**src/hw/csbi_defs.svh**
```systemverilog
// card socket bus interface: timing counts, divider settings and bus commands
// assumes a 125 MHz core clock; every figure below is a `define
`ifndef CSBI_DEFS_SVH
`define CSBI_DEFS_SVH

// core clock period in ns
`define CSBI_CLK_NS          8
// card clock: toggle when the divider reaches this count (divide by four)
`define CSBI_CCLK_DIV_LAST   2'h1
// 16-bit card cycle: address setup, strobe width and hold, in ns and in cycles
`define CSBI_SETUP_NS        30
`define CSBI_SETUP_CYC       ((`CSBI_SETUP_NS + `CSBI_CLK_NS - 1) / `CSBI_CLK_NS)
`define CSBI_STROBE_NS       150
`define CSBI_STROBE_CYC      ((`CSBI_STROBE_NS + `CSBI_CLK_NS - 1) / `CSBI_CLK_NS)
`define CSBI_HOLD_NS         20
`define CSBI_HOLD_CYC        ((`CSBI_HOLD_NS + `CSBI_CLK_NS - 1) / `CSBI_CLK_NS)
// least width of the card reset, in us and in cycles
`define CSBI_CRESET_US       10
`define CSBI_CRESET_CYC      ((`CSBI_CRESET_US * 1000 + `CSBI_CLK_NS - 1) / `CSBI_CLK_NS)
// card clock edges to wait for a device select before an initiator abort
`define CSBI_ABORT_TICKS     3'h5
// cardbus bus commands
`define CSBI_CMD_SPECIAL     4'h1
`define CSBI_CMD_IO_RD       4'h2
`define CSBI_CMD_IO_WR       4'h3
`define CSBI_CMD_MEM_RD      4'h6
`define CSBI_CMD_MEM_WR      4'h7
// depth of the answer buffer per slot
`define CSBI_FIFO_DEPTH      16

`endif

```
**src/hw/csbi_pkg.sv**
```systemverilog
// card socket bus interface: shared types
// assumes nothing beyond a SystemVerilog compiler
package csbi_pkg;

	// counter for timed phases
	typedef logic [10:0] csbi_cnt_t;

	// host operations on a slot
	typedef enum logic [2:0] {
		CSBI_OP_MEM_RD,
		CSBI_OP_MEM_WR,
		CSBI_OP_IO_RD,
		CSBI_OP_IO_WR,
		CSBI_OP_DMA_FROM_CARD,
		CSBI_OP_DMA_TO_CARD
	} csbi_op_t;

	// slot engine states
	typedef enum logic [3:0] {
		CSBI_ST_IDLE,
		CSBI_ST_P_SETUP,
		CSBI_ST_P_STROBE,
		CSBI_ST_P_HOLD,
		CSBI_ST_C_ADDR,
		CSBI_ST_C_DATA,
		CSBI_ST_C_TURN,
		CSBI_ST_T_DATA
	} csbi_state_t;

	// host request
	typedef struct packed {
		csbi_op_t    op;     // operation
		logic        attr;   // attribute memory space
		logic        last;   // last dma transfer (terminal count)
		logic [31:0] addr;   // card address
		logic [31:0] wdata;  // write data
		logic [3:0]  be;     // byte enables, active high
	} csbi_req_t;

	// answer to the host
	typedef struct packed {
		logic [31:0] data;   // read data or target write data
		logic        err;    // abort, stop, reset or unknown operation code
		logic        tgt;    // word written by the card as initiator
		logic        io16;   // port answered as 16-bit
	} csbi_rsp_t;

	// slot status
	typedef struct packed {
		logic rdy_irq;       // ready or interrupt request line level
		logic wp;            // write protect switch (16-bit mode)
		logic perr;          // parity error being reported
	} csbi_stat_t;

	// card pins read by the block
	typedef struct packed {
		logic        wait_n;
		logic        ready;
		logic        wp;
		logic        spkr;
		logic [15:0] d;
		logic [31:0] cad;
		logic [3:0]  cbe;
		logic        par;
		logic        frame_n;
		logic        irdy_n;
		logic        trdy_n;
		logic        devsel_n;
		logic        stop_n;
	} csbi_pin_in_t;

	// 16-bit card pins driven by the block
	typedef struct packed {
		logic [25:0] a;
		logic [15:0] d;
		logic        d_oe;
		logic        ce1_n;
		logic        ce2_n;
		logic        oe_n;
		logic        we_n;
		logic        iord_n;
		logic        iowr_n;
		logic        reg_n;
		logic        reset;
	} csbi_pc16_out_t;

	// cardbus pins driven by the block
	typedef struct packed {
		logic        cclk;
		logic        crst_n;
		logic        crst_oe;
		logic [31:0] cad;
		logic        cad_oe;
		logic [3:0]  cbe;
		logic        cbe_oe;
		logic        par;
		logic        par_oe;
		logic        frame_n;
		logic        frame_oe;
		logic        irdy_n;
		logic        irdy_oe;
		logic        trdy_n;
		logic        devsel_n;
		logic        stop_n;
		logic        tgt_oe;
		logic        perr_n;
		logic        perr_oe;
	} csbi_cb_out_t;

	// whole state of one slot engine
	typedef struct packed {
		csbi_pin_in_t   s1;
		csbi_pin_in_t   s2;
		csbi_state_t    st;
		csbi_cnt_t      cnt;
		csbi_cnt_t      rst_cnt;
		logic [1:0]     div;
		logic [1:0]     rise;
		logic [2:0]     tmo;
		csbi_req_t      req;
		logic [3:0]     tgt_cmd;
		logic           chk;
		logic           chk_par;
		logic           push;
		csbi_rsp_t      rsp;
		csbi_pc16_out_t p;
		csbi_cb_out_t   c;
	} csbi_slot_st_t;

	// state of the top level
	typedef struct packed {
		logic spk;
	} csbi_top_st_t;

	// operations that move data toward the card
	function automatic logic csbi_op_writes(input csbi_op_t op);
		return op == CSBI_OP_MEM_WR || op == CSBI_OP_IO_WR || op == CSBI_OP_DMA_TO_CARD;
	endfunction

	// operations in i/o space
	function automatic logic csbi_op_io(input csbi_op_t op);
		return op == CSBI_OP_IO_RD || op == CSBI_OP_IO_WR;
	endfunction

endpackage

```
**src/hw/csbi_socket_if.sv**
```systemverilog
// card socket bus interface: answer fifo, per-slot engine and two-slot top
// assumes pins from the card reach the ports unsynchronised and pin
// direction is resolved outside from the *_oe outputs
`include "csbi_defs.svh"
`timescale 1ns/1ps
`default_nettype none

////////////////////////////////////////////////////////////////////////////////
// answer fifo: valid/ready on both sides, depth a power of two
module csbi_fifo #(
	parameter int WIDTH = 35,
	parameter int DEPTH = 16
) (
	// clock and reset
	input  wire logic             clk_i,
	input  wire logic             resetn_i,
	// filling side
	input  wire logic             in_valid_i,
	output logic                  in_ready_o,
	input  wire logic [WIDTH-1:0] in_data_i,
	// draining side
	output logic                  out_valid_o,
	input  wire logic             out_ready_i,
	output logic [WIDTH-1:0]      out_data_o
);
	localparam int AW = $clog2(DEPTH);

	// storage and pointers with a wrap bit
	typedef struct packed {
		logic [DEPTH-1:0][WIDTH-1:0] mem;
		logic [AW:0]                 wr;
		logic [AW:0]                 rd;
	} csbi_fifo_st_t;

	csbi_fifo_st_t q;   // registered state
	csbi_fifo_st_t d;   // next state
	logic          full;
	logic          empty;

	// full when pointers differ only in the wrap bit
	assign full        = (q.wr[AW] != q.rd[AW]) && (q.wr[AW-1:0] == q.rd[AW-1:0]);
	assign empty       = q.wr == q.rd;
	assign in_ready_o  = !full;
	assign out_valid_o = !empty;
	assign out_data_o  = q.mem[q.rd[AW-1:0]];

	// push and pop
	always_comb begin
		d = q;
		if (in_valid_i && !full) begin
			d.mem[q.wr[AW-1:0]] = in_data_i;
			d.wr                = q.wr + 1'b1;
		end
		if (out_ready_i && !empty) begin
			d.rd = q.rd + 1'b1;
		end
	end

	// pointers reset, storage keeps its contents
	always_ff @(posedge clk_i) begin
		if (!resetn_i) begin
			q.wr <= '0;
			q.rd <= '0;
		end else begin
			q <= d;
		end
	end
endmodule

////////////////////////////////////////////////////////////////////////////////
// one socket: 16-bit card cycles, cardbus initiator and target
module csbi_slot (
	// clock and reset
	input  wire logic                   clk_i,
	input  wire logic                   resetn_i,
	// host requests
	input  wire logic                   req_valid_i,
	output logic                        req_ready_o,
	input  wire csbi_pkg::csbi_req_t    req_i,
	// answers
	output logic                        rsp_valid_o,
	input  wire logic                   rsp_ready_i,
	output csbi_pkg::csbi_rsp_t         rsp_o,
	// slot control and status
	input  wire logic                   cardbus_i,
	input  wire logic                   cclk_stop_i,
	input  wire logic                   card_reset_i,
	output csbi_pkg::csbi_stat_t        stat_o,
	output logic                        spkr_o,
	// card pins
	input  wire csbi_pkg::csbi_pin_in_t pin_i,
	output csbi_pkg::csbi_pc16_out_t    pc16_o,
	output csbi_pkg::csbi_cb_out_t      cb_o
);
	import csbi_pkg::*;

	// idle 16-bit pins: every strobe high, data released
	localparam csbi_pc16_out_t PC16_IDLE = '{a: '0, d: '0, d_oe: 1'b0, ce1_n: 1'b1, ce2_n: 1'b1,
		oe_n: 1'b1, we_n: 1'b1, iord_n: 1'b1, iowr_n: 1'b1, reg_n: 1'b1, reset: 1'b0};
	// cardbus pins while the card is held in reset: all driven, all idle
	localparam csbi_cb_out_t CB_IDLE = '{cclk: 1'b0, crst_n: 1'b0, crst_oe: 1'b1, cad: '0,
		cad_oe: 1'b1, cbe: '0, cbe_oe: 1'b1, par: 1'b0, par_oe: 1'b1, frame_n: 1'b1,
		frame_oe: 1'b1, irdy_n: 1'b1, irdy_oe: 1'b1, trdy_n: 1'b1, devsel_n: 1'b1,
		stop_n: 1'b1, tgt_oe: 1'b1, perr_n: 1'b1, perr_oe: 1'b1};

	csbi_slot_st_t q;          // registered state
	csbi_slot_st_t d;          // next state
	logic          fin_ready;  // answer fifo has room
	logic          run;        // card clock may run
	logic          samp;       // pins now hold the values of the last rising card clock
	logic          rst_act;    // card reset requested or still timing
	logic          op_wr;      // held request writes toward the card
	logic          xfer;       // target data phase completes now
	logic          cclk_keep;  // card clock kept across the reset override

	// answer buffer
	csbi_fifo #(
		.WIDTH($bits(csbi_rsp_t)),
		.DEPTH(`CSBI_FIFO_DEPTH)
	) u_fifo (
		.clk_i       (clk_i),
		.resetn_i    (resetn_i),
		.in_valid_i  (q.push),
		.in_ready_o  (fin_ready),
		.in_data_i   (q.rsp),
		.out_valid_o (rsp_valid_o),
		.out_ready_i (rsp_ready_i),
		.out_data_o  (rsp_o)
	);

	// outputs straight from the state
	assign pc16_o = q.p;
	assign cb_o   = q.c;
	assign spkr_o = q.s2.spkr;
	assign stat_o = '{rdy_irq: q.s2.ready, wp: q.s2.wp && !cardbus_i, perr: !q.c.perr_n};

	// next-state logic
	always_comb begin
		d         = q;
		cclk_keep = 1'b0;
		xfer      = 1'b0;
		op_wr     = csbi_op_writes(q.req.op);
		// two-flop synchroniser on every card pin
		d.s1      = pin_i;
		d.s2      = q.s1;
		d.push    = 1'b0;

		// card clock divider; stops only low and only while idle
		run = cardbus_i && (!cclk_stop_i || q.st != CSBI_ST_IDLE || !q.c.crst_n);
		if (q.div == `CSBI_CCLK_DIV_LAST) begin
			d.div    = 2'h0;
			d.c.cclk = run ? !q.c.cclk : 1'b0;
		end else begin
			d.div = q.div + 2'h1;
		end
		// rising card clock, seen through the synchroniser delay
		d.rise = {q.rise[0], (q.div == `CSBI_CCLK_DIV_LAST) && !q.c.cclk && run};
		samp   = q.rise[1];

		// card reset width and reset pins
		rst_act = card_reset_i || (q.rst_cnt != '0);
		if (card_reset_i) begin
			d.rst_cnt = csbi_cnt_t'(`CSBI_CRESET_CYC);
		end else if (q.rst_cnt != '0) begin
			d.rst_cnt = q.rst_cnt - 1'b1;
		end
		d.p.reset = rst_act && !cardbus_i;
		if (rst_act) begin
			d.c.crst_n = 1'b0;
		end else if (samp) begin
			d.c.crst_n = 1'b1;
		end

		// host handshake: one operation at a time, only with room for its answer
		req_ready_o = (q.st == CSBI_ST_IDLE) && fin_ready && !rst_act &&
			(cardbus_i ? (samp && q.c.crst_n && q.s2.frame_n) : !q.p.reset);

		// parity follows our own drive one card clock later, parity error reporting
		if (samp) begin
			d.c.par    = ^{q.c.cad, q.c.cbe};
			d.c.par_oe = q.c.cad_oe;
			d.chk      = 1'b0;
			if (q.chk && (q.chk_par != q.s2.par)) begin
				d.c.perr_n  = 1'b0;
				d.c.perr_oe = 1'b1;
			end else if (!q.c.perr_n) begin
				d.c.perr_n = 1'b1;
			end else if (q.c.crst_n) begin
				d.c.perr_oe = 1'b0;
			end
		end

		unique case (q.st)
			// wait for a host request or a card-started cycle
			CSBI_ST_IDLE: begin
				if (req_valid_i && req_ready_o) begin
					d.req      = req_i;
					d.rsp      = '0;
					d.tmo      = 3'h0;
					if (cardbus_i) begin
						// address phase: address on cad, command on cbe
						d.c.frame_n  = 1'b0;
						d.c.frame_oe = 1'b1;
						d.c.cad      = req_i.addr;
						d.c.cad_oe   = 1'b1;
						d.c.cbe      = csbi_op_io(req_i.op) ?
							(csbi_op_writes(req_i.op) ? `CSBI_CMD_IO_WR : `CSBI_CMD_IO_RD) :
							(csbi_op_writes(req_i.op) ? `CSBI_CMD_MEM_WR : `CSBI_CMD_MEM_RD);
						d.c.cbe_oe   = 1'b1;
						d.c.irdy_n   = 1'b1;
						d.c.irdy_oe  = 1'b1;
						d.st         = CSBI_ST_C_ADDR;
					end else begin
						// 16-bit setup: address, space select, enables, write data
						d.p.a      = req_i.addr[25:0];
						d.p.reg_n  = !(req_i.attr || csbi_op_io(req_i.op) ||
							req_i.op == CSBI_OP_DMA_FROM_CARD || req_i.op == CSBI_OP_DMA_TO_CARD);
						d.p.ce1_n  = !req_i.be[0];
						d.p.ce2_n  = !req_i.be[1];
						d.p.d      = req_i.wdata[15:0];
						d.p.d_oe   = csbi_op_writes(req_i.op);
						d.cnt      = csbi_cnt_t'(`CSBI_SETUP_CYC);
						d.st       = CSBI_ST_P_SETUP;
					end
				end else if (cardbus_i && samp && q.c.crst_n && !q.s2.frame_n && fin_ready) begin
					// card starts a cycle: claim it
					d.tgt_cmd    = q.s2.cbe;
					d.c.devsel_n = 1'b0;
					d.c.trdy_n   = 1'b1;
					d.c.stop_n   = 1'b1;
					d.c.tgt_oe   = 1'b1;
					d.st         = CSBI_ST_T_DATA;
				end else if (samp && q.c.crst_n) begin
					// bus parked by the card side
					d.c.cad_oe   = 1'b0;
					d.c.cbe_oe   = 1'b0;
					d.c.frame_oe = 1'b0;
					d.c.irdy_oe  = 1'b0;
					d.c.tgt_oe   = 1'b0;
				end
			end
			// 16-bit address setup, then the strobe for the operation
			CSBI_ST_P_SETUP: begin
				if (q.cnt != '0) begin
					d.cnt = q.cnt - 1'b1;
				end else begin
					d.cnt = csbi_cnt_t'(`CSBI_STROBE_CYC);
					d.st  = CSBI_ST_P_STROBE;
					unique case (q.req.op)
						CSBI_OP_MEM_RD: d.p.oe_n = 1'b0;
						CSBI_OP_MEM_WR: d.p.we_n = 1'b0;
						CSBI_OP_IO_RD: d.p.iord_n = 1'b0;
						CSBI_OP_IO_WR: d.p.iowr_n = 1'b0;
						CSBI_OP_DMA_FROM_CARD: begin
							d.p.iord_n = 1'b0;
							d.p.oe_n   = !q.req.last;
						end
						CSBI_OP_DMA_TO_CARD: begin
							d.p.iowr_n = 1'b0;
							d.p.we_n   = !q.req.last;
						end
						default: begin
							// unknown code: end the cycle with an error
							d.rsp.err = 1'b1;
							d.cnt     = '0;
							d.st      = CSBI_ST_P_HOLD;
						end
					endcase
				end
			end
			// strobe low for its width and for as long as wait is held
			CSBI_ST_P_STROBE: begin
				if (q.cnt != '0) begin
					d.cnt = q.cnt - 1'b1;
				end else if (q.s2.wait_n) begin
					d.rsp.data = {16'h0, q.s2.d};
					d.rsp.io16 = csbi_op_io(q.req.op) && !q.s2.wp;
					d.p.oe_n   = 1'b1;
					d.p.we_n   = 1'b1;
					d.p.iord_n = 1'b1;
					d.p.iowr_n = 1'b1;
					d.cnt      = csbi_cnt_t'(`CSBI_HOLD_CYC);
					d.st       = CSBI_ST_P_HOLD;
				end
			end
			// hold address and data, then answer
			CSBI_ST_P_HOLD: begin
				if (q.cnt != '0) begin
					d.cnt = q.cnt - 1'b1;
				end else begin
					d.p.d_oe  = 1'b0;
					d.p.reg_n = 1'b1;
					d.p.ce1_n = 1'b1;
					d.p.ce2_n = 1'b1;
					d.push    = 1'b1;
					d.st      = CSBI_ST_IDLE;
				end
			end
			// single data phase: frame released, byte enables and write data out
			CSBI_ST_C_ADDR: begin
				if (samp) begin
					d.c.frame_n = 1'b1;
					d.c.irdy_n  = 1'b0;
					d.c.cbe     = ~q.req.be;
					d.c.cad     = q.req.wdata;
					d.c.cad_oe  = op_wr;
					d.st        = CSBI_ST_C_DATA;
				end
			end
			// wait for the target, stop or the abort timeout
			CSBI_ST_C_DATA: begin
				if (samp) begin
					if (!q.s2.irdy_n && !q.s2.trdy_n && !q.s2.devsel_n) begin
						d.rsp.data = op_wr ? q.req.wdata : q.s2.cad;
						d.chk      = !op_wr;
						d.chk_par  = ^{q.s2.cad, q.s2.cbe};
						d.push     = 1'b1;
						d.st       = CSBI_ST_C_TURN;
					end else if (!q.s2.stop_n) begin
						d.rsp.err = 1'b1;
						d.push    = 1'b1;
						d.st      = CSBI_ST_C_TURN;
					end else if (q.s2.devsel_n && q.tmo == `CSBI_ABORT_TICKS) begin
						d.rsp.err = 1'b1;
						d.push    = 1'b1;
						d.st      = CSBI_ST_C_TURN;
					end else begin
						d.tmo = q.tmo + 3'h1;
					end
					if (d.st == CSBI_ST_C_TURN) begin
						d.c.irdy_n = 1'b1;
						d.c.cad_oe = 1'b0;
					end
				end
			end
			// turnaround: release what was driven
			CSBI_ST_C_TURN: begin
				if (samp) begin
					d.c.frame_oe = 1'b0;
					d.c.irdy_oe  = 1'b0;
					d.c.cbe_oe   = 1'b0;
					d.c.cad_oe   = 1'b0;
					d.c.tgt_oe   = 1'b0;
					d.st         = CSBI_ST_IDLE;
				end
			end
			// target data phases; write data goes to the answer buffer
			CSBI_ST_T_DATA: begin
				if (samp) begin
					xfer        = !q.s2.irdy_n && !q.c.trdy_n;
					d.c.trdy_n  = !(fin_ready && !xfer);
					d.c.cad     = '0;
					d.c.cad_oe  = !q.tgt_cmd[0];
					if (xfer && q.tgt_cmd[0]) begin
						d.rsp   = '{data: q.s2.cad, err: 1'b0, tgt: 1'b1, io16: 1'b0};
						d.push  = 1'b1;
						d.chk   = q.tgt_cmd != `CSBI_CMD_SPECIAL;
						d.chk_par = ^{q.s2.cad, q.s2.cbe};
					end
					if ((xfer || q.s2.irdy_n) && q.s2.frame_n) begin
						d.c.devsel_n = 1'b1;
						d.c.trdy_n   = 1'b1;
						d.c.cad_oe   = 1'b0;
						d.st         = CSBI_ST_C_TURN;
					end
				end
			end
		endcase

		// card reset ends any host cycle with an error answer
		if (rst_act && q.st != CSBI_ST_IDLE && q.st != CSBI_ST_T_DATA) begin
			d.rsp.err = 1'b1;
			d.push    = 1'b1;
			d.st      = CSBI_ST_IDLE;
			d.p       = PC16_IDLE;
			d.p.reset = !cardbus_i;
		end
		// while in reset every cardbus pin but the card clock is driven to its idle level
		if (!d.c.crst_n) begin
			cclk_keep = d.c.cclk;
			d.c       = CB_IDLE;
			d.c.cclk  = cclk_keep;
			if (d.st == CSBI_ST_T_DATA) begin
				d.st = CSBI_ST_IDLE;
			end
		end
	end

	// state register
	always_ff @(posedge clk_i) begin
		if (!resetn_i) begin
			q   <= '0;
			q.p <= PC16_IDLE;
			q.c <= CB_IDLE;
		end else begin
			q <= d;
		end
	end
endmodule

////////////////////////////////////////////////////////////////////////////////
// two independent sockets and the combined speaker output
module csbi_socket_if (
	// clock and reset
	input  wire logic                         clk_i,
	input  wire logic                         resetn_i,
	// host requests per slot
	input  wire logic [1:0]                   req_valid_i,
	output logic [1:0]                        req_ready_o,
	input  wire csbi_pkg::csbi_req_t [1:0]    req_i,
	// answers per slot
	output logic [1:0]                        rsp_valid_o,
	input  wire logic [1:0]                   rsp_ready_i,
	output csbi_pkg::csbi_rsp_t [1:0]         rsp_o,
	// slot control and status
	input  wire logic [1:0]                   cardbus_i,
	input  wire logic [1:0]                   cclk_stop_i,
	input  wire logic [1:0]                   card_reset_i,
	output csbi_pkg::csbi_stat_t [1:0]        stat_o,
	// card pins per slot
	input  wire csbi_pkg::csbi_pin_in_t [1:0] pin_i,
	output csbi_pkg::csbi_pc16_out_t [1:0]    pc16_o,
	output csbi_pkg::csbi_cb_out_t [1:0]      cb_o,
	// audio to the host
	output logic                              combined_speaker_output_o
);
	import csbi_pkg::*;

	csbi_top_st_t q;      // registered state
	csbi_top_st_t d;      // next state
	logic [1:0]   spkr;   // synchronised audio per slot

	// one engine per slot, nothing shared between them
	for (genvar i = 0; i < 2; i++) begin : g_slot
		csbi_slot u_slot (
			.clk_i        (clk_i),
			.resetn_i     (resetn_i),
			.req_valid_i  (req_valid_i[i]),
			.req_ready_o  (req_ready_o[i]),
			.req_i        (req_i[i]),
			.rsp_valid_o  (rsp_valid_o[i]),
			.rsp_ready_i  (rsp_ready_i[i]),
			.rsp_o        (rsp_o[i]),
			.cardbus_i    (cardbus_i[i]),
			.cclk_stop_i  (cclk_stop_i[i]),
			.card_reset_i (card_reset_i[i]),
			.stat_o       (stat_o[i]),
			.spkr_o       (spkr[i]),
			.pin_i        (pin_i[i]),
			.pc16_o       (pc16_o[i]),
			.cb_o         (cb_o[i])
		);
	end

	assign combined_speaker_output_o = q.spk;

	// speaker is the exclusive-or of both slots
	always_comb begin
		d     = q;
		d.spk = ^spkr;
	end

	// state register
	always_ff @(posedge clk_i) begin
		if (!resetn_i) begin
			q <= '0;
		end else begin
			q <= d;
		end
	end
endmodule

`default_nettype wire

```
**config.mk**
```make
export PLATFORM = sky130hd
export DESIGN_NAME = csbi_socket_if
export DESIGN_NICKNAME = d
export VERILOG_FILES = /design/src/hw/csbi_pkg.sv /design/src/hw/csbi_socket_if.sv
export VERILOG_INCLUDE_DIRS = /design/src /design/src/hw
export SDC_FILE = /design/constraint.sdc
export NUM_CORES = 2
export LEC_CHECK = 0
export BUFFER_PORTS_ARGS = -buffer_cell sky130_fd_sc_hd__buf_2
export CAP_MARGIN = 20
export CORE_UTILIZATION = 35
export CTS_CLUSTER_DIAMETER = 40
export DETAILED_ROUTE_END_ITERATION = 10
export PLACE_DENSITY_LB_ADDON = 0.1
export SYNTH_ARGS = -nofsm -noshare
export SYNTH_HDL_FRONTEND = slang
export SYNTH_SLANG_ARGS = --single-unit
```
**constraint.sdc**
```tcl
create_clock -name clk_i -period 11.3 [get_ports clk_i]
set_input_delay 1.695 -clock clk_i [delete_from_list [all_inputs] [get_ports clk_i]]
set_output_delay 1.695 -clock clk_i [all_outputs]
set_load 0.01 [all_outputs]
```
==> impl_metrics.toml <==
[run]
cap_viol_max_count = 0

[min_path]
hold_depth = 1
min_from = "g_slot[0].u_slot.d[267]$_SDFF_PN0_"
min_to = "g_slot[0].u_slot.q[267]$_SDFF_PN0_"
worstHoldPathType = "flop to flop"

[floorplanning]
coreArea_um2 = 200000
fp.dieH_um = 452
dieArea_um2 = 204000
io_pins = 571
die_width_um = 452
start_util = 0.354
std_cell_rows = 164

[detailed_routing]
viasPerCell = 5.12
drt_iter0_drc = 3398
avgRoutedWirePerCell_um = 25.1
totalWireLength_mm = 207
drt_pass1_iterations = 7
postRouteAntennaNets = 0
dr_total_vias = 42346
drc = 0

[synth]
ys.flop_type = "edfxtp_1"
ys_warn_count = 0
synth.ff_latch_count = 1819
synth_top_area_frac = 0.474
synthSimpleGateAreaFrac = 0.0838
avgSynthCellArea_um2 = 14.5
synth_compound_area_frac = 0.0617
synth-edff-count = 1120
yosys.area_share.adder = 0.00438
yosys-top-cells-area = "edfxtp_1 47%, dfxtp_1 20%, mux4_2 11%, nand2_1 2.5%, and2_1 2.3%"
synth_top_family_by_area = "multiplexers"
ys_types = 75
synth_xor_area_frac = 0.0238
netlist_area_um2 = 70900
ys_seq_area_frac = 0.672
synth_mux_area_frac = 0.114
synth_cells = 4879
yosysTopAreaCell = "edfxtp_1"
async_flop_share = 0

[worst_setup_path]
critical_path_class = "flop to output pin"
critPathMaxStageDelay_ps = 880
reg2reg_from = "g_slot[1].u_slot.q[226]$_SDFFE_PP0P_"
r2r_slack_ps = 7010
end_kind = "output pin"
cp.arrival_ps = 4420
r2r_cells = 10
critPathLaunchType = "flop"
path_max_fanout = 47
reg2reg_to = "g_slot[1].u_slot.q[238]$_SDFFE_PN0P_"
required_ps = 9610
cp_slowest_cell = "buf_4"
path_cells = "buf_4, buf_4, mux4_2, mux4_2, buf_2"

[cts]
cts_buffer_depth = 4
cts_num_sinks = 1819
cts_root_buf = "clkbuf_16"
hold_buffers = 0
cts_tree = "built"
cts_made_buffers = 316
cts_resized = 0
clk_latency_ps = 930
path_clk_slew_ps = 60
postCtsSetupBuffers = 0
htreeDepth = 5

[grt]
grt_pass1_vias = 43178
track_usage = 0.201
grt-ovfl-total = 0
grt_antenna_before_repair = 25
grt_max_degree = 127
grt_pass1_wl_mm = 300

[placement]
place_inst = 7691
io_buffers = 566
placed_cell_area_um2 = 75400
dp_hpwl_mm = 124
gp_congestion = 0.831

[finish]
fin_nets = 5659
syn_to_final_growth_pct = 21.2
final_cell_count_no_fill = 8267
mostFrequentLayoutCells = "1120 x edfxtp_1, 691 x dfxtp_1, 565 x buf_2, 470 x nand2_1, 350 x mux4_2"
design_area_um2 = 85900
regArea_um2 = 47700
n_fill_cell = 18212
final_common_cell = "edfxtp_1"
drive_gt1_frac = 0.285
multi_input_area_um2 = 20700

[sta]
maxSlewViolCount = 0
setup_viol = 0
fmax_mhz = 164
fin_crit_sh = 0.541
whs_ps = 404
hold_viol = 0
clock_skew_ps = 82.2
max-slew-margin-rel = 0.243
rsz0062_at_grt = "no"
fin_tns_setup_ps = 0
finalCriticalPeriod_ps = 6110
tightestPinTransition_ps = 1140

[power_and_ir_drop]
max-vdd-ir-drop_v = 0.000117
p_int_mw = 14.6
p_per_area_nw_per_um2 = 229
p_leak_nw = 29.5
netSwitchingPower_mw = 5.13
p_comb_frac = 0.129
p_clk_frac = 0.476
swShare = 0.260
seqPwrFrac = 0.395

[status]
status = "finished clean"
-- logic make-up (layout without fill, tap and decap cells) --
| group | after synthesis | in the layout |
|---|---|---|
| buffers and inverters | 540 | 1250 |
| adders and majority gates | 25 | 25 |
| DFF | 1819 | 1819 |
| and+or+nand+nor | 1260 | 1260 |
| other | 1 | 23 |
| AOI/OAI and AO/OA | 669 | 669 |
| muxes | 372 | 372 |
| xor gates and xnor gates | 193 | 193 |
-- cells in the mapped netlist, drive strengths merged, types with 7 or more instances --
cell type and n:
nand2b 17, o22ai 7, nand3 43, nand2 471, dfxtp 699, nor3 51, ha 24, nor2 307
a21oi 254, nor3b 7, nor4 24, a222oi 32, xor2 51, or3 11, a31oi 19, xnor2 142
clkbuf 230, nor4b 8, and2 264, inv 40, a22oi 98, o21ai 69, nor2b 10, mux2i 21
mux4 350, edfxtp 1120, nand4 18, buf 267, a211oi 136, and3 7
-- registers in the layout (all words and copies together), names as in the netlist --
name,cells
g_slot.u_slot.q,348
g_slot.u_slot.spkr_o,2
g_slot.u_slot.u_fifo.q,1140
g_slot.u_slot.pc16_o,102
g_slot.u_slot.stat_o,2
g_slot.u_slot.d,126
combined_speaker_output_o,1
g_slot.u_slot.cb_o,98
-- area by class of cell --
class | count | share of cell area
multi-input combinational | 2523 | 0.241
sequential | 1819 | 0.555
clock buffer | 360 | 0.0976
inverter | 43 | 0.00197
clock inverter | 197 | 0.0245
antenna | 19 | 0.000553
timing repair buffer | 650 | 0.0406
tap | 2656 | 0.0387
-- through the flow --
step / total power, mW / setup slack (ps) / utilization
final: 19.7 / 5190 / 0.429
after global routing: 20.5 / 4790 / 0.428
after CTS: 20.0 / 4980 / 0.428
after detailed placement: 10.5 / 5970 / 0.376
after global placement: 10.5 / 6020 / 0.376
after floorplan: 9.60 / 5000 / -
-- routing by layer --
layer / global-route usage / up-vias / part of all wire
met1: 0.290 / 21684 / 0.47
met3: 0.0401 / 313 / 0.057
met2: 0.303 / 1269 / 0.46
li1: - / 19072 / -
met5: 0.00210 / - / 0.00022
met4: 0.0638 / 8 / 0.022
-- worst max-delay path, delay by kind of cell (launching register included) --
kind,cells,cell delay (ps)
multiplexers,2,1100
buffers and inverters,3,1790
flip-flops,1,540
-- worst max-delay path by stage --
stage	start	to	slack, ps	cells after the start
global placement	g_slot[1].u_slot.u_fifo.q[0]$_SDFFE_PN0P_	rsp_o[62]	6020	5
CTS	g_slot[1].u_slot.u_fifo.q[0]$_SDFFE_PN0P_	rsp_o[48]	4980	5
detailed placement	g_slot[1].u_slot.u_fifo.q[0]$_SDFFE_PN0P_	rsp_o[48]	5970	5
finish	g_slot[1].u_slot.u_fifo.q[0]$_SDFFE_PN0P_	rsp_o[48]	5190	5
global route	g_slot[1].u_slot.u_fifo.q[0]$_SDFFE_PN0P_	rsp_o[48]	4790	5
floorplan	resetn_i	g_slot[1].u_slot.u_fifo.q[10]$_DFFE_PP_	5000	4
-- power groups by stage --
stage	clock network, mW	logic (mW)	registers [mW]
2_1_floorplan	0	1.91	7.69
3_3_place_gp	0	2.56	7.91
5_1_grt	9.87	2.79	7.82
6_report	9.37	2.54	7.78
3_5_place_dp	0	2.58	7.91
4_1_cts	9.58	2.59	7.78
Note: power is estimated with default switching activity, not from simulation.
